## config.mk

```make
export PLATFORM = sky130hd
export DESIGN_NAME = biphase_program_link
export DESIGN_NICKNAME = d
export VERILOG_FILES = /design/src/hdl/biphase_link_pkg.sv /design/src/hdl/biphase_program_link.sv /design/src/hdl/sync_fifo.sv
export SDC_FILE = /design/constraint.sdc
export NUM_CORES = 1
export LEC_CHECK = 0
export BUFFER_PORTS_ARGS = -buffer_cell sky130_fd_sc_hd__buf_2
export CELL_PAD_IN_SITES_DETAIL_PLACEMENT = 1
export CELL_PAD_IN_SITES_GLOBAL_PLACEMENT = 1
export CORE_AREA = 2 2 150 152
export CTS_CLUSTER_DIAMETER = 100
export DETAILED_ROUTE_END_ITERATION = 8
export DIE_AREA = 0 0 152 154
export PLACE_DENSITY = 0.93
export SLEW_MARGIN = 10
export SYNTH_ARGS = -nofsm -noshare
export SYNTH_HDL_FRONTEND = slang
export SYNTH_SLANG_ARGS = --single-unit
```

## constraint.sdc

```tcl
create_clock -name sys_clk_i -period 6.2 [get_ports sys_clk_i]
set_input_delay 0.62 -clock sys_clk_i [delete_from_list [all_inputs] [get_ports sys_clk_i]]
set_output_delay 0.62 -clock sys_clk_i [all_outputs]
set_load 0.01 [all_outputs]
```

## src/hdl/biphase_link_pkg.sv

```systemverilog
// Shared constants and types for the single-wire program link
package biphase_link_pkg;

   // Clock and timing figures
   localparam int CLK_HZ         = 40_000_000;   // System clock rate
   localparam int BIT_TIME_US    = 1000;         // Nominal biphase bit time
   localparam int BIT_CYC_DEF    = (CLK_HZ / 1_000_000) * BIT_TIME_US;
   localparam int TOL_PCT        = 10;           // Receive tolerance on bit timing
   localparam int HALF_PCT       = 50;           // Mid-bit transition position
   localparam int FULL_PCT       = 100;          // Boundary transition position
   localparam int ENTRY_PULSE_US = 100;          // Least width of the entry pulse
   localparam int ENTRY_CYC      = (CLK_HZ / 1_000_000) * ENTRY_PULSE_US;

   // Widths
   localparam int CNT_W  = 17;                   // Bit-time counter, holds 110 % of a bit
   localparam int PWM_W  = 12;                   // PWM counter and duty width
   localparam int BYTE_W = 8;                    // Telegram byte width
   localparam int NB_W   = 3;                    // Bit index within a byte
   localparam int ENT_W  = 12;                   // Entry pulse counter width
   localparam int FIFO_DEPTH = 16;               // Transmit buffer words
   localparam int FIFO_AW    = 4;                // Transmit buffer address width

   // Reset values
   localparam logic LINE_RST = 1'b0;             // Pin level while in reset
   localparam logic [PWM_W-1:0] DUTY_RST = 12'h000;

   // Operating states
   typedef enum logic {MODE_APP, MODE_CFG} mode_t;
   typedef enum logic [1:0] {TX_IDLE, TX_LEAD, TX_BIT} tx_st_t;

endpackage : biphase_link_pkg

```

## src/hdl/biphase_program_link.sv

```systemverilog
// Output pin logic: PWM measurement output, configuration entry, biphase telegrams
// Function
// In measurement state the field value is sent as PWM duty, high time over period.
// New duty applies only at PWM rising edge; evaluators trigger on rising edge.
// Every power-up starts in the measurement state with PWM running.
// A pulse driven onto the pin by the programmer switches to configuration state.
// Programmer addresses the device with serial telegrams modulated on the output line.
// Device answers by modulating its own output pin; the line is half-duplex.
// A zero bit has no transition inside its bit period.
// A one bit has an extra transition at half the bit period.
// Every bit period ends with a transition at its boundary.
// Bit period about one millisecond; receivers tolerate about ten percent.
// Telegrams carry memory contents, error codes and measurements both ways.
// After final adjustment programmer sets write protect and clears output option bit.
// Programmer reads back write protect and checks silence after power-on reset.
// Programmer checks both acknowledges or the write outcome register after each store.
// Two devices on one supply are reached separately through their own pins.
// With write protect set the device ignores entry and telegrams, stays measuring.
`timescale 1ns/1ps
`default_nettype none
module biphase_program_link
   import biphase_link_pkg::*;
#(
   parameter int BIT_CYC = BIT_CYC_DEF           // Cycles per bit time
)(
   input  wire logic              sys_clk_i,     // System clock, 40 MHz
   input  wire logic              rst_b_i,       // Async reset, active low
   input  wire logic              clk_en_i,      // Freezes all state while low
   input  wire logic [PWM_W-1:0]  field_duty_i,  // Measured field as duty count
   input  wire logic              lock_i,        // Write-protect latch from memory
   input  wire logic              pin_i,         // Pin level as seen on the wire
   output logic                   pin_o,         // Level driven onto the pin
   output logic                   pin_oe_b_o,    // Low while the pin is driven
   input  wire logic [BYTE_W-1:0] tx_data_i,     // Reply byte
   input  wire logic              tx_valid_i,    // Reply byte offered
   output logic                   tx_ready_o,    // Reply buffer has room
   output logic [BYTE_W-1:0]      rx_data_o,     // Received telegram byte
   output logic                   rx_valid_o,    // One-cycle pulse with rx_data_o
   output logic                   rx_err_o,      // One-cycle pulse on bad timing
   output logic                   cfg_mode_o,    // High in configuration state
   output logic                   locked_o       // Write protect in force
);

   // Receive windows around the nominal transition points
   localparam logic [CNT_W-1:0] HALF_MIN = CNT_W'(BIT_CYC * (HALF_PCT - TOL_PCT) / 100);
   localparam logic [CNT_W-1:0] HALF_MAX = CNT_W'(BIT_CYC * (HALF_PCT + TOL_PCT) / 100);
   localparam logic [CNT_W-1:0] FULL_MIN = CNT_W'(BIT_CYC * (FULL_PCT - TOL_PCT) / 100);
   localparam logic [CNT_W-1:0] FULL_MAX = CNT_W'(BIT_CYC * (FULL_PCT + TOL_PCT) / 100);
   localparam logic [CNT_W-1:0] HALF_CYC = CNT_W'(BIT_CYC / 2);
   localparam logic [CNT_W-1:0] LAST_CYC = CNT_W'(BIT_CYC - 1);
   localparam logic [ENT_W-1:0] ENT_LAST = ENT_W'(ENTRY_CYC - 1);

   logic pin_meta_r, pin_sync_r, pin_prev_r;
   mode_t mode_r, mode_nxt;
   logic lock_r, lock_nxt, lock_cap_r, lock_cap_nxt;
   logic [ENT_W-1:0] ent_cnt_r, ent_cnt_nxt;
   logic [PWM_W-1:0] pwm_cnt_r, pwm_cnt_nxt, duty_r, duty_nxt;
   logic pwm_r, pwm_nxt;
   logic [CNT_W-1:0] rx_cnt_r, rx_cnt_nxt;
   logic rx_mid_r, rx_mid_nxt, rx_valid_r, rx_valid_nxt, rx_err_r, rx_err_nxt;
   logic [BYTE_W-1:0] rx_sh_r, rx_sh_nxt, rx_data_r, rx_data_nxt;
   logic [NB_W-1:0] rx_nb_r, rx_nb_nxt;
   tx_st_t tx_st_r, tx_st_nxt;
   logic [CNT_W-1:0] tx_cnt_r, tx_cnt_nxt;
   logic [BYTE_W-1:0] tx_sh_r, tx_sh_nxt;
   logic [NB_W-1:0] tx_nb_r, tx_nb_nxt;
   logic line_r, line_nxt, oe_b_r, oe_b_nxt;
   logic [BYTE_W-1:0] fifo_data;
   logic fifo_valid, fifo_pop, pin_edge, rx_on, rx_idle, bit_evt;

   // Two-stage synchroniser for the pin, then a stage for edge detection
   // Reset to the level driven in reset, so no false edge follows release
   always_ff @(posedge sys_clk_i or negedge rst_b_i)
   begin
      if (!rst_b_i)
      begin
         pin_meta_r <= LINE_RST;
         pin_sync_r <= LINE_RST;
         pin_prev_r <= LINE_RST;
      end
      else if (clk_en_i)
      begin
         pin_meta_r <= pin_i;
         pin_sync_r <= pin_meta_r;
         pin_prev_r <= pin_sync_r;
      end
   end

   assign pin_edge = pin_sync_r ^ pin_prev_r;

   // Reply bytes wait here until the line falls quiet
   sync_fifo #(
      .W     (BYTE_W),
      .DEPTH (FIFO_DEPTH),
      .AW    (FIFO_AW)
   ) u_tx_fifo (
      .clk_i       (sys_clk_i),
      .rst_b_i     (rst_b_i),
      .en_i        (clk_en_i),
      .in_data_i   (tx_data_i),
      .in_valid_i  (tx_valid_i),
      .in_ready_o  (tx_ready_o),
      .out_data_o  (fifo_data),
      .out_valid_o (fifo_valid),
      .out_ready_i (fifo_pop)
   );

   // Mode control: lock caught one edge after reset release, entry pulse counted
   always_comb
   begin
      mode_nxt     = mode_r;
      lock_nxt     = lock_r;
      lock_cap_nxt = 1'b1;
      ent_cnt_nxt  = '0;
      if (!lock_cap_r)
         lock_nxt = lock_i;
      // Programmer overdrives the PWM level; mismatch must hold for the full width
      if (mode_r == MODE_APP && lock_cap_r && !lock_r && (pin_sync_r != line_r))
      begin
         ent_cnt_nxt = ent_cnt_r + 1'b1;
         if (ent_cnt_r == ENT_LAST)
         begin
            mode_nxt    = MODE_CFG;
            ent_cnt_nxt = '0;
         end
      end
   end

   always_ff @(posedge sys_clk_i or negedge rst_b_i)
   begin
      if (!rst_b_i)
      begin
         mode_r     <= MODE_APP;
         lock_r     <= 1'b0;
         lock_cap_r <= 1'b0;
         ent_cnt_r  <= '0;
      end
      else if (clk_en_i)
      begin
         mode_r     <= mode_nxt;
         lock_r     <= lock_nxt;
         lock_cap_r <= lock_cap_nxt;
         ent_cnt_r  <= ent_cnt_nxt;
      end
   end

   // PWM: duty loaded only when the period restarts, which is the rising edge
   always_comb
   begin
      pwm_cnt_nxt = pwm_cnt_r + 1'b1;
      duty_nxt    = duty_r;
      if (pwm_cnt_r == '1)
         duty_nxt = field_duty_i;
      pwm_nxt = (pwm_cnt_nxt < duty_nxt);
   end

   always_ff @(posedge sys_clk_i or negedge rst_b_i)
   begin
      if (!rst_b_i)
      begin
         pwm_cnt_r <= '0;
         duty_r    <= DUTY_RST;
         pwm_r     <= 1'b0;
      end
      else if (clk_en_i)
      begin
         pwm_cnt_r <= pwm_cnt_nxt;
         duty_r    <= duty_nxt;
         pwm_r     <= pwm_nxt;
      end
   end

   // Receiver listens only while the device has released the line
   assign rx_on   = (mode_r == MODE_CFG) && (tx_st_r == TX_IDLE);
   assign rx_idle = (rx_cnt_r > FULL_MAX);
   assign bit_evt = rx_on && pin_edge && !rx_idle && (rx_cnt_r >= FULL_MIN);

   // Biphase decode: time every transition from the last bit boundary
   always_comb
   begin
      rx_cnt_nxt   = rx_idle ? rx_cnt_r : rx_cnt_r + 1'b1;
      rx_mid_nxt   = rx_mid_r;
      rx_sh_nxt    = rx_sh_r;
      rx_nb_nxt    = rx_nb_r;
      rx_data_nxt  = rx_data_r;
      rx_valid_nxt = 1'b0;
      rx_err_nxt   = 1'b0;
      if (!rx_on)
      begin
         rx_cnt_nxt = FULL_MAX + 1'b1;
         rx_mid_nxt = 1'b0;
         rx_nb_nxt  = '0;
      end
      else if (pin_edge)
      begin
         rx_cnt_nxt = '0;
         rx_mid_nxt = 1'b0;
         if (rx_idle)
            rx_nb_nxt = '0;                  // Leading edge only sets the time base
         else if (rx_cnt_r >= HALF_MIN && rx_cnt_r <= HALF_MAX && !rx_mid_r)
         begin
            rx_cnt_nxt = rx_cnt_r + 1'b1;
            rx_mid_nxt = 1'b1;
         end
         else if (bit_evt)
         begin
            // A mid transition marks a one, its absence a zero
            rx_sh_nxt = {rx_sh_r[BYTE_W-2:0], rx_mid_r};
            rx_nb_nxt = rx_nb_r + 1'b1;
            if (rx_nb_r == '1)
            begin
               rx_data_nxt  = {rx_sh_r[BYTE_W-2:0], rx_mid_r};
               rx_valid_nxt = 1'b1;
            end
         end
         else
         begin
            rx_err_nxt = 1'b1;               // Off-window edge restarts the time base
            rx_nb_nxt  = '0;
         end
      end
   end

   always_ff @(posedge sys_clk_i or negedge rst_b_i)
   begin
      if (!rst_b_i)
      begin
         rx_cnt_r   <= FULL_MAX + 1'b1;
         rx_mid_r   <= 1'b0;
         rx_sh_r    <= '0;
         rx_nb_r    <= '0;
         rx_data_r  <= '0;
         rx_valid_r <= 1'b0;
         rx_err_r   <= 1'b0;
      end
      else if (clk_en_i)
      begin
         rx_cnt_r   <= rx_cnt_nxt;
         rx_mid_r   <= rx_mid_nxt;
         rx_sh_r    <= rx_sh_nxt;
         rx_nb_r    <= rx_nb_nxt;
         rx_data_r  <= rx_data_nxt;
         rx_valid_r <= rx_valid_nxt;
         rx_err_r   <= rx_err_nxt;
      end
   end

   // Transmitter waits for a quiet line so replies never collide with telegrams
   assign fifo_pop = (mode_r == MODE_CFG) && (tx_st_r == TX_IDLE) && rx_idle && fifo_valid;

   always_comb
   begin
      tx_st_nxt  = tx_st_r;
      tx_cnt_nxt = tx_cnt_r + 1'b1;
      tx_sh_nxt  = tx_sh_r;
      tx_nb_nxt  = tx_nb_r;
      line_nxt   = line_r;
      oe_b_nxt   = oe_b_r;
      case (tx_st_r)
         TX_IDLE:
         begin
            tx_cnt_nxt = '0;
            if (mode_r == MODE_APP)
            begin
               line_nxt = pwm_nxt;
               oe_b_nxt = 1'b0;
            end
            else if (fifo_pop)
            begin
               tx_sh_nxt = fifo_data;
               tx_nb_nxt = '0;
               line_nxt  = ~pin_sync_r;      // Leading edge gives the far end its time base
               oe_b_nxt  = 1'b0;
               tx_st_nxt = TX_LEAD;
            end
            else
               oe_b_nxt = 1'b1;              // Line released for the programmer
         end
         TX_LEAD:
         begin
            // Index parked at 7 marks the tail: line released, own last edge passes the synchroniser
            if (tx_nb_r == '1)
            begin
               oe_b_nxt = 1'b1;
               if (tx_cnt_r == FULL_MAX)
                  tx_st_nxt = TX_IDLE;       // Next byte only after a full quiet span
            end
            else if (tx_cnt_r == LAST_CYC)
            begin
               tx_cnt_nxt = '0;
               tx_st_nxt  = TX_BIT;
            end
         end
         TX_BIT:
         begin
            if (tx_cnt_r == HALF_CYC && tx_sh_r[BYTE_W-1])
               line_nxt = ~line_r;
            if (tx_cnt_r == LAST_CYC)
            begin
               line_nxt   = ~line_r;
               tx_cnt_nxt = '0;
               tx_sh_nxt  = {tx_sh_r[BYTE_W-2:0], 1'b0};
               tx_nb_nxt  = tx_nb_r + 1'b1;
               if (tx_nb_r == '1)
               begin
                  tx_nb_nxt = tx_nb_r;       // Held at 7 so the lead state runs as tail
                  tx_st_nxt = TX_LEAD;       // Released one cycle later by the tail
               end
            end
         end
         default:
            tx_st_nxt = TX_IDLE;
      endcase
   end

   always_ff @(posedge sys_clk_i or negedge rst_b_i)
   begin
      if (!rst_b_i)
      begin
         tx_st_r  <= TX_IDLE;
         tx_cnt_r <= '0;
         tx_sh_r  <= '0;
         tx_nb_r  <= '0;
         line_r   <= LINE_RST;
         oe_b_r   <= 1'b0;                   // Driven from reset: measurement state owns the pin
      end
      else if (clk_en_i)
      begin
         tx_st_r  <= tx_st_nxt;
         tx_cnt_r <= tx_cnt_nxt;
         tx_sh_r  <= tx_sh_nxt;
         tx_nb_r  <= tx_nb_nxt;
         line_r   <= line_nxt;
         oe_b_r   <= oe_b_nxt;
      end
   end

   assign pin_o      = line_r;
   assign pin_oe_b_o = oe_b_r;
   assign rx_data_o  = rx_data_r;
   assign rx_valid_o = rx_valid_r;
   assign rx_err_o   = rx_err_r;
   assign cfg_mode_o = (mode_r == MODE_CFG);  // Decoded from a one-bit state flop
   assign locked_o   = lock_r;

   // Checks
   a_start_app: assert property (@(posedge sys_clk_i) disable iff (!rst_b_i)
      !lock_cap_r |-> mode_r == MODE_APP) else $error("not in measurement state after reset");
   a_duty_hold: assert property (@(posedge sys_clk_i) disable iff (!rst_b_i)
      clk_en_i && pwm_cnt_r != '1 |=> $stable(duty_r)) else $error("duty changed mid period");
   a_pwm_level: assert property (@(posedge sys_clk_i) disable iff (!rst_b_i)
      mode_r == MODE_APP && $past(mode_r) == MODE_APP |-> pin_o == pwm_r && !pin_oe_b_o)
      else $error("pin does not follow pwm");
   a_lock_stays: assert property (@(posedge sys_clk_i) disable iff (!rst_b_i)
      lock_cap_r && lock_r |-> mode_r == MODE_APP) else $error("locked device left measurement state");
   a_entry_width: assert property (@(posedge sys_clk_i) disable iff (!rst_b_i)
      mode_r == MODE_APP ##1 mode_r == MODE_CFG |-> $past(ent_cnt_r) == ENT_LAST)
      else $error("entry without full pulse");
   a_cfg_release: assert property (@(posedge sys_clk_i) disable iff (!rst_b_i)
      clk_en_i && mode_r == MODE_CFG && tx_st_r == TX_IDLE && !fifo_pop |=> pin_oe_b_o)
      else $error("line not released");
   a_zero_quiet: assert property (@(posedge sys_clk_i) disable iff (!rst_b_i)
      clk_en_i && tx_st_r == TX_BIT && tx_cnt_r == HALF_CYC && !tx_sh_r[BYTE_W-1] |=> $stable(pin_o))
      else $error("zero bit has a mid transition");
   a_one_mid: assert property (@(posedge sys_clk_i) disable iff (!rst_b_i)
      clk_en_i && tx_st_r == TX_BIT && tx_cnt_r == HALF_CYC && tx_sh_r[BYTE_W-1] |=> pin_o != $past(pin_o))
      else $error("one bit lacks mid transition");
   a_bound_edge: assert property (@(posedge sys_clk_i) disable iff (!rst_b_i)
      clk_en_i && tx_st_r == TX_BIT && tx_cnt_r == LAST_CYC |=> pin_o != $past(pin_o) && !pin_oe_b_o)
      else $error("no boundary transition");
   a_rx_window: assert property (@(posedge sys_clk_i) disable iff (!rst_b_i)
      rx_valid_o |-> $past(rx_cnt_r) >= FULL_MIN && $past(rx_cnt_r) <= FULL_MAX)
      else $error("byte ended outside boundary window");

endmodule : biphase_program_link
`default_nettype wire

```

## src/hdl/sync_fifo.sv

```systemverilog
// Synchronous FIFO with valid/ready on both sides
`timescale 1ns/1ps
`default_nettype none
module sync_fifo
   import biphase_link_pkg::*;
#(
   parameter int W     = 8,                      // Word width
   parameter int DEPTH = 16,                     // Number of words
   parameter int AW    = 4                       // Address width, log2 of DEPTH
)(
   input  wire logic         clk_i,              // Clock
   input  wire logic         rst_b_i,            // Async reset, active low
   input  wire logic         en_i,               // Clock enable
   input  wire logic [W-1:0] in_data_i,          // Write data
   input  wire logic         in_valid_i,         // Write request
   output logic              in_ready_o,         // Space available, registered
   output logic [W-1:0]      out_data_o,         // Head word
   output logic              out_valid_o,        // Head word valid
   input  wire logic         out_ready_i         // Head word taken
);

   logic [W-1:0]  mem [DEPTH];
   logic [AW-1:0] wr_ptr_r, wr_ptr_nxt;
   logic [AW-1:0] rd_ptr_r, rd_ptr_nxt;
   logic [AW:0]   count_r, count_nxt;
   logic          ready_r, ready_nxt;
   logic          push, pop;

   // Handshakes and pointer arithmetic
   always_comb
   begin
      push       = in_valid_i && ready_r;
      pop        = out_ready_i && (count_r != '0);
      wr_ptr_nxt = push ? wr_ptr_r + 1'b1 : wr_ptr_r;
      rd_ptr_nxt = pop ? rd_ptr_r + 1'b1 : rd_ptr_r;
      count_nxt  = count_r + {{AW{1'b0}}, push} - {{AW{1'b0}}, pop};
      // Ready is registered so the source never sees a combinational path
      ready_nxt  = (count_nxt != (AW+1)'(DEPTH));
   end

   always_ff @(posedge clk_i or negedge rst_b_i)
   begin
      if (!rst_b_i)
      begin
         wr_ptr_r <= '0;
         rd_ptr_r <= '0;
         count_r  <= '0;
         ready_r  <= 1'b1;
      end
      else if (en_i)
      begin
         wr_ptr_r <= wr_ptr_nxt;
         rd_ptr_r <= rd_ptr_nxt;
         count_r  <= count_nxt;
         ready_r  <= ready_nxt;
      end
   end

   // Storage has no reset; only written words are ever read
   always_ff @(posedge clk_i)
   begin
      if (en_i && push)
         mem[wr_ptr_r] <= in_data_i;
   end

   assign in_ready_o  = ready_r;
   assign out_data_o  = mem[rd_ptr_r];
   assign out_valid_o = (count_r != '0);

endmodule : sync_fifo
`default_nettype wire

```

==> key figures, run 1 <==
Global route
  – Met3 usage: 4.23%
  – GRT met2 Usage: 49.4%
  – Vias in the first global route: 8,971
  – Largest net degree at the start of global routing: 69
  – First-pass GRT wire length: between 50 and 60 mm
  – Most Crowded Layer GR: met2
  – Initial antenna violation count: 0
  – Total Routing Usage GR: 28.1%
  – Global route total overflow: 0
  – Met1 usage: a little over a third

Setup path
  – Worst Path Max Fanout: 5
  – Critical-path cell list: inv_1, ha_1, or4b_1, nor4_1, o31a_2, or2_2, nor2_1, ha_1, inv_1, ha_1, inv_1, fa_1, inv_1, a21oi_1, o21bai_1, xnor2_1, nor2_1, xor2_1
  – Most used cell, CP: inv_1
  – CP max stage delay: ~0.47 ns
  – Setup crit start kind: register
  – Req. time, crit path: 6.60 ns
  – Crit end category: register
  – Crit Path Category: reg2reg
  – Slowest-stage cell, CP: or4b_1
  – Arrival time at the worst endpoint: 4.38 ns

Power and ir drop
  – Pleak: 5.23 nW
  – Pwr dens: 337 nW/um^2
  – VDD IR-drop max: 0.270 mV

Synth
  – Ranking of synthesized cells by area: edfxtp_1 32%, dfrtp_1 24%, mux2_2 6.0%, mux4_2 3.4%, ha_1 3.3%
  – Mapped cell area: approximately 12,000 um^2
  – Synth cell types: 74
  – Synthesized area per cell: roughly 13 um^2
  – Synthesized net count: 996
  – Ys async rst share: 49.6%
  – Total of warnings raised by yosys: 0
  – Post-synth EDFFs: 128
  – Seq/Total Area, Yosys: 58.5%
  – Ys flop type: edfxtp_1
  – Synth top area share: 32.1%
  – #FFs+latches synth: 254
  – Cell count after synthesis: 937
  – Yosys top cell by area: edfxtp_1

CTS
  – Hold Buf Count CTS: 0
  – Clk sink count: 254
  – Post-CTS Resized: 0
  – Later-pin clock latency in the skew report: 0.54 ns
  – Clock Pin Slew Worst Setup and Hold Paths: around 0.06 ns
  – Cts bufs inserted: 27
  – Root buf cell: clkbuf_16
  – Postcts setup bufs: 0
  – # H-tree levels: 1
  – CTS tree: done
  – Longest Clk Path Bufs: 3

Die
  – Die area: approximately 23,000 um^2
  – Initial core utilization: approximately 55%
  – Core area: 21,700 um^2
  – Cell Rows: 54
  – Die height: 154 um
  – Die width: 152 um
  – I/O pin count: 41

Route
  – DRT Pass-1 Iters: 5
  – Via count: 8,120
  – DRT iter0 DRCs: 607
  – # DRC: 0
  – Antenna Nets Post-Route: 0
  – Post-detailed-route wirelength per cell: 25.5 um
  – Routed wire length: about 32 mm
  – Via-to-Cell Ratio: approximately 6.4

Placed design
  – PortBufs: 40
  – RD Place Congestion: about 0.88
  – Pre-CTS setup slack: 2.45 ns
  – Detailed placement HPWL: 19.6 mm

Finish
  – Fraction of layout cells with a size suffix above 1: between 20% and 30%
  – Nets: 1,029
  – Area delta synth->final: 12.1%
  – Final core occ: 62.0%
  – Antenna cells: 0
  – Fillers: 2,075

Job
  – Max cap viols: 0

Hold path
  – Class of the tightest hold or removal check: in2async

STA
  – Slew Limit Fails: 0
  – Fin Clk Skew: 0.0217 ns
  – Final Hold Viols: 0
  – Slew @ Worst Pin: around 1.1 ns
  – Min cycle time layout: 3.99 ns
  – Max-slew headroom: 24.3%
  – Fin Setup TNS: 0 ns
  – Tcrit/Tclk final: 64.3%
  – RSZ-0062 raised after global routing: false
  – Setup-failing EPs final: 0
  – Final worst setup slack: 2.21 ns
  – Fmax: 251 MHz
  – Hold WS: between 0.06 and 0.07 ns

Run status
  – Run status: complete, no violations
==> worst paths after layout <==
check | start | end | slack (ns) | cells past startpoint
worst max-delay path | rx_cnt_r[1]$_DFFE_PN0P_ | u_tx_fifo.count_r[4]$_DFFE_PN0P_ | 2.21 | 18
worst min-delay path | rst_b_i | pin_meta_r$_DFFE_PN0P_ | 0.07 | 1
worst max register to register | rx_cnt_r[1]$_DFFE_PN0P_ | u_tx_fifo.count_r[4]$_DFFE_PN0P_ | 2.21 | 18
worst min register to register | duty_r[9]$_DFFE_PN0P_ | duty_r[9]$_DFFE_PN0P_ | 0.51 | 1
max in group asynchronous | rst_b_i | rx_data_o[3]$_DFFE_PN0P_ | 4.83 | 2
min in group sys_clk_i | pin_i | pin_meta_r$_DFFE_PN0P_ | 0.32 | 2
==> cells in the final DEF, fill, tap and decap left out, types with 7 or more instances in the layout <==
cell and instances:
clkbuf_16 28, xnor2_1 27, o221ai_1 7, nand4_1 13
mux2_2 64, nand2b_1 11, ha_1 32, dfstp_2 10
nand2_1 71, inv_1 24, o21ai_0 51, xor2_1 19
nand3_1 32, edfxtp_1 128, nor2_1 62, nor3_1 14
dfrtp_1 115, buf_4 10, mux2i_1 15, o22ai_1 15
mux4_2 18, a21oi_1 18, o2bb2ai_1 7, buf_2 39
a22o_1 10, and3_1 17
==> kinds of logic after synthesis <==
logic type                 share of synthesized area [%]
and+or+nand+nor                                     11.8
buffers and inverters                               2.42
adders and majority gates                           3.51
muxes                                               11.4
xor gates and xnor gates                            3.36
DFF                                                 58.5
AOI/OAI and AO/OA                                   9.09
==> sequential cells by signal, summed over array words and instances, names as in the netlist, 2 cells and up <==
name	flops
tx_nb_r	3
ent_cnt_r	12
rx_nb_r	3
u_tx_fifo.wr_ptr_r	4
u_tx_fifo.rd_ptr_r	4
u_tx_fifo.count_r	5
rx_cnt_r	17
tx_cnt_r	17
tx_st_r	2
duty_r	12
rx_data_o	8
tx_sh_r	8
u_tx_fifo.mem	128
rx_sh_r	7
pwm_cnt_r	12
==> routing by layer <==
metal  routed length (um)  share of wire, %
met4                 1400               4.3
met1                12800                39
met5                    0                 0
met3                 1650               5.1
met2                16600                51
==> layout make-up <==
class	count	area, um^2	share of cell area [%]
Tap cell	280	350	2.61
Multi-Input combinational cell	612	4720	35.2
Inverter	25	93.8	0.698
Sequential cell	254	7010	52.2
Timing Repair Buffer	50	282	2.09
Clock buffer	30	718	5.34
Clock inverter	19	259	1.93
==> stage by stage <==
step / cells / area (um^2) / power [mW]
after floorplan: 937 / 12000 / 2.50
after global placement: 1221 / 12400 / 2.67
after detailed placement: 1221 / 12400 / 2.73
after CTS: 1270 / 13400 / 4.54
after global routing: 1270 / 13400 / 4.69
final: 1270 / 13400 / 4.53
==> worst max-delay path: cells and delay by family (launching register included) <==
kind                     cells  cell delay [ns]
AND/OR/NAND/NOR              5             1.12
adder cells (fa/ha/maj)      4             1.04
AO/OA/AOI/OAI                3             0.52
flip-flops                   1             0.43
XOR/XNOR                     2             0.40
buffers and inverters        4             0.32
==> power by group <==
part	switching (mW)	internal, mW	total (mW)
sequential	0.139	1.91	2.05
combinational	0.426	0.280	0.706
clock	0.691	1.08	1.78
total	1.26	3.27	4.53
==> synth_stat cells (all sizes together) (7+ instances only) <==
master / n
edfxtp: 128
dfrtp: 116
nand2: 71
mux2: 70
nor2: 62
o21ai: 51
clkbuf: 35
nand3: 33
ha: 32
xnor2: 27
inv: 24
xor2: 19
a21oi: 18
mux4: 18
and3: 17
nor3: 17
mux2i: 15
o22ai: 15
nand4: 14
buf: 11
nand2b: 11
a22o: 10
dfstp: 10
nor4: 8
o221ai: 7
o2bb2ai: 7
(Power assumes the default switching activity.)
==> run 2: changes to the inputs <==
- ABC_AREA: not set -> 1
- CORE_AREA: 2 2 150 152 -> 2 2 161 163
- DIE_AREA: 0 0 152 154 -> 0 0 163 165
- PLACE_DENSITY: 0.93 -> 0.88
- clock period: 6.2 -> 3.9 ns (I/O delays scaled with it)
==> key figures, run 2 <==
Hold path
  – Worst Min Path Start: pin_i
  – Class of the tightest hold or removal check: in2reg
  – Hold path cells: 3
  – End of the worst hold path: pin_meta_r$_DFFE_PN0P_

CTS
  – Postcts setup bufs: 0 (unchanged)
  – Longest Clk Path Bufs: 3 (unchanged)
  – Cts bufs inserted: 28 (+3.7%)
  – Hold Buf Count CTS: 1 (+1)
  – Later-pin clock latency in the skew report: 0.55 ns (about the same)
  – Clock Pin Slew Worst Setup and Hold Paths: 0.06 ns (about the same)
  – Root buf cell: clkbuf_16
  – # H-tree levels: 1 (unchanged)
  – Post-CTS Resized: 0 (unchanged)
  – CTS tree: done
  – Clk sink count: 254 (unchanged)

Finish
  – Top flop regs: u_tx_fifo.mem (128), rx_cnt_r (17), tx_cnt_r (17)
  – Fillers: 2,830 (+36%)
  – Most common cell after layout, fill and taps aside: nand2_1
  – Final instance area: 13,700 um^2 (+1.7%)
  – Biggest register: u_tx_fifo.mem
  – Fraction of layout cells with a size suffix above 1: 11.2% (-10 points)
  – Antenna cells: 0 (unchanged)
  – Nets: 1,363 (+32%)
  – Commonest cells after routing, fill and taps aside: 216 x nand2_1, 175 x nor2_1, 146 x o21ai_0, 128 x edfxtp_1, 115 x dfrtp_1
  – Max FFs per register: 128 (unchanged)
  – Area delta synth->final: 11.8%

Die
  – Cell Rows: 58 (+7.4%)
  – Core area: 25,000 um^2 (+15%)
  – Initial core utilization: 48.8% (-6.5 points)
  – Die area: 26,900 um^2 (+15%)
  – Die height: 165 um (+7.1%)
  – Die width: 163 um (+7.2%)
  – I/O pin count: 41 (unchanged)

Setup path
  – Arrival time at the worst endpoint: 3.84 ns (-0.54 ns)
  – Slowest-stage cell, CP: dfstp_2
  – Crit end category: register
  – Worst Setup SP: rx_cnt_r[7]$_DFFE_PN1P_
  – Worst Path Max Fanout: 5 (unchanged)
  – CP max stage delay: 0.57 ns (+0.10 ns)
  – Setup crit start kind: register
  – Reg-to-Reg End: u_tx_fifo.count_r[4]$_DFFE_PN0P_
  – R2R setup slack: 0.45 ns (-1.76 ns)
  – Most used cell, CP: inv_1
  – Critical-path cell list: nand2_2, inv_2, nand2_2, nor2_2, nand3_1, nand3_2, nand3_1, inv_1, ha_1, inv_1, ha_1, inv_1, fa_1, inv_1, a21oi_1, o21bai_1, a21oi_1, o21ai_0, o21ai_0
  – Req. time, crit path: 4.29 ns (-2.31 ns)
  – Crit Path Category: reg2reg
  – Worst r2r path cells: 19 (+1)
  – Worst R2R Start: rx_cnt_r[7]$_DFFE_PN1P_

Placed design
  – Placed Area: 12,700 um^2 (+1.8%)
  – PortBufs: 40 (unchanged)
  – RD Place Congestion: 0.868 (-1.6%)
  – Detailed placement HPWL: 21.6 mm (+10%)
  – Pre-CTS setup slack: 0.724 ns (-1.73 ns)

Global route
  – GRT met2 Usage: 43.0% (-6.4 points)
  – First-pass GRT wire length: 53.4 mm (+3.7%)
  – Most Crowded Layer GR: met2
  – Largest net degree at the start of global routing: 70 (+1.4%)
  – Initial antenna violation count: 0 (unchanged)
  – Vias in the first global route: 9,897 (+10%)
  – Global route total overflow: 0 (unchanged)
  – Met1 usage: 34.3% (-0.52 points)
  – Total Routing Usage GR: 25.3% (-2.8 points)
  – Met3 usage: 3.54% (-0.69 points)

Synth
  – Ys async rst share: 49.6% (unchanged)
  – #FFs+latches synth: 254 (unchanged)
  – Count leader, synth: nand2_1
  – Synth cell count leaders: 216 x nand2_1, 175 x nor2_1, 146 x o21ai_0
  – Synthesized area per cell: 9.61 um^2 (-25%)
  – Synthesized net count: 1,331 (+34%)
  – Post-synth EDFFs: 128 (unchanged)
  – Ranking of synthesized cells by area: edfxtp_1 31%, dfrtp_1 24%, nand2_1 6.6%, o21ai_0 6.0%, nor2_1 5.4%
  – Ys flop type: edfxtp_1
  – Yosys top cell by area: edfxtp_1
  – Synth top area share: 31.4% (-0.62 points)
  – Synth cell types: 51 (-31%)
  – Total of warnings raised by yosys: 0 (unchanged)
  – Mapped cell area: 12,200 um^2 (+2.0%)
  – Seq/Total Area, Yosys: 57.3% (-1.1 points)
  – Cell count after synthesis: 1,272 (+36%)

Power and ir drop
  – Total power: 9.34 mW (+110%)
  – VDD IR-drop max: 0.374 mV (+39%)
  – Pleak: 5.73 nW (+9.5%)
  – Pwr dens: 683 nW/um^2 (+100%)

Route
  – Via count: 9,393 (+16%)
  – Routed wire length: 32.9 mm (+1.5%)
  – DRT iter0 DRCs: 648 (+6.8%)
  – Antenna Nets Post-Route: 0 (unchanged)
  – DRT Pass-1 Iters: 5 (unchanged)
  – # DRC: 0 (unchanged)
  – Post-detailed-route wirelength per cell: 19.9 um (-22%)
  – Via-to-Cell Ratio: 5.67 (-11%)

STA
  – RSZ-0062 raised after global routing: false
  – Tcrit/Tclk final: 88.4% (+24 points)
  – Setup-failing EPs final: 0 (unchanged)
  – Fin Setup TNS: 0 ns (unchanged)
  – Final worst setup slack: 0.453 ns (-1.76 ns)
  – Fmax: 290 MHz (+16%)
  – Final Hold Viols: 0 (unchanged)
  – Slew Limit Fails: 0 (unchanged)
  – Max-slew headroom: 32.2% (+8.0 points)
  – Fin Clk Skew: 0.0120 ns (-0.00969 ns)
  – Slew @ Worst Pin: 1.02 ns (-0.113 ns)
  – Min cycle time layout: 3.45 ns (-0.538 ns)

Job
  – Max cap viols: 0 (unchanged)

Run status
  – Run status: complete, no violations
-- run 2: kinds of logic (layout without fill, tap and decap cells) --
family	after synthesis	in the layout	share of synthesized area (%)
adders and majority gates	33	33	3.44
buffers and inverters	168	222	5.66
muxes	11	11	0.901
xor gates and xnor gates	32	32	2.29
and+or+nand+nor	518	518	18.5
DFF	254	254	57.3
AOI/OAI and AO/OA	256	256	11.9
-- run 2: stage by stage --
step / instances / hold slack, ns / utilization [%]
floorplan: 1272 / 0.0944 / -
global placement: 1603 / 0.456 / 50.6
detailed placement: 1603 / 0.455 / 50.6
CTS: 1656 / 0.0636 / 54.6
global route: 1656 / 0.0874 / 54.6
finish: 1656 / 0.0726 / 54.6
-- run 2: worst max-delay path by stage --
stage,slack [ns],endpoint
6_report,0.45,u_tx_fifo.count_r[4]$_DFFE_PN0P_
3_5_place_dp,0.72,u_tx_fifo.count_r[4]$_DFFE_PN0P_
4_1_cts,0.47,u_tx_fifo.count_r[4]$_DFFE_PN0P_
5_1_grt,0.18,u_tx_fifo.count_r[4]$_DFFE_PN0P_
3_3_place_gp,0.90,u_tx_fifo.count_r[4]$_DFFE_PN0P_
2_1_floorplan,1.19,u_tx_fifo.count_r[4]$_DFFE_PN0P_
-- run 2: layout make-up --
| type | count | area (um^2) | share of cell area [%] |
|---|---|---|---|
| clock buffers | 40 | 838 | 6.14 |
| flip-flops and latches | 254 | 7010 | 51.3 |
| multi-input cells | 850 | 4520 | 33.1 |
| inverters | 121 | 454 | 3.32 |
| clock inverters | 12 | 148 | 1.08 |
| repair buffers | 49 | 277 | 2.02 |
| well taps | 330 | 413 | 3.02 |
-- run 2: worst max-delay path, delay by kind of cell, from the launching register on --
family / cells / cell delay, ns
buf+inv: 5 / 0.47
compound gates: 5 / 0.75
simple gates: 6 / 0.67
fa+ha+maj: 3 / 0.83
flops: 1 / 0.57
-- run 2: routing by layer --
metal,routed length [um],up-vias
li1,-,4372
met1,14800,4746
met2,16100,221
met3,1380,54
met4,672,0
met5,0,-
-- run 2: power by group --
group          total, mW  internal, mW  leakage (nW)  switching [mW]
Clock               2.81          1.69         0.488            1.11
Sequential          3.55          3.21          2.79           0.344
Combinational       2.98         0.914          2.45            2.06
Total               9.34          5.81          5.73            3.52
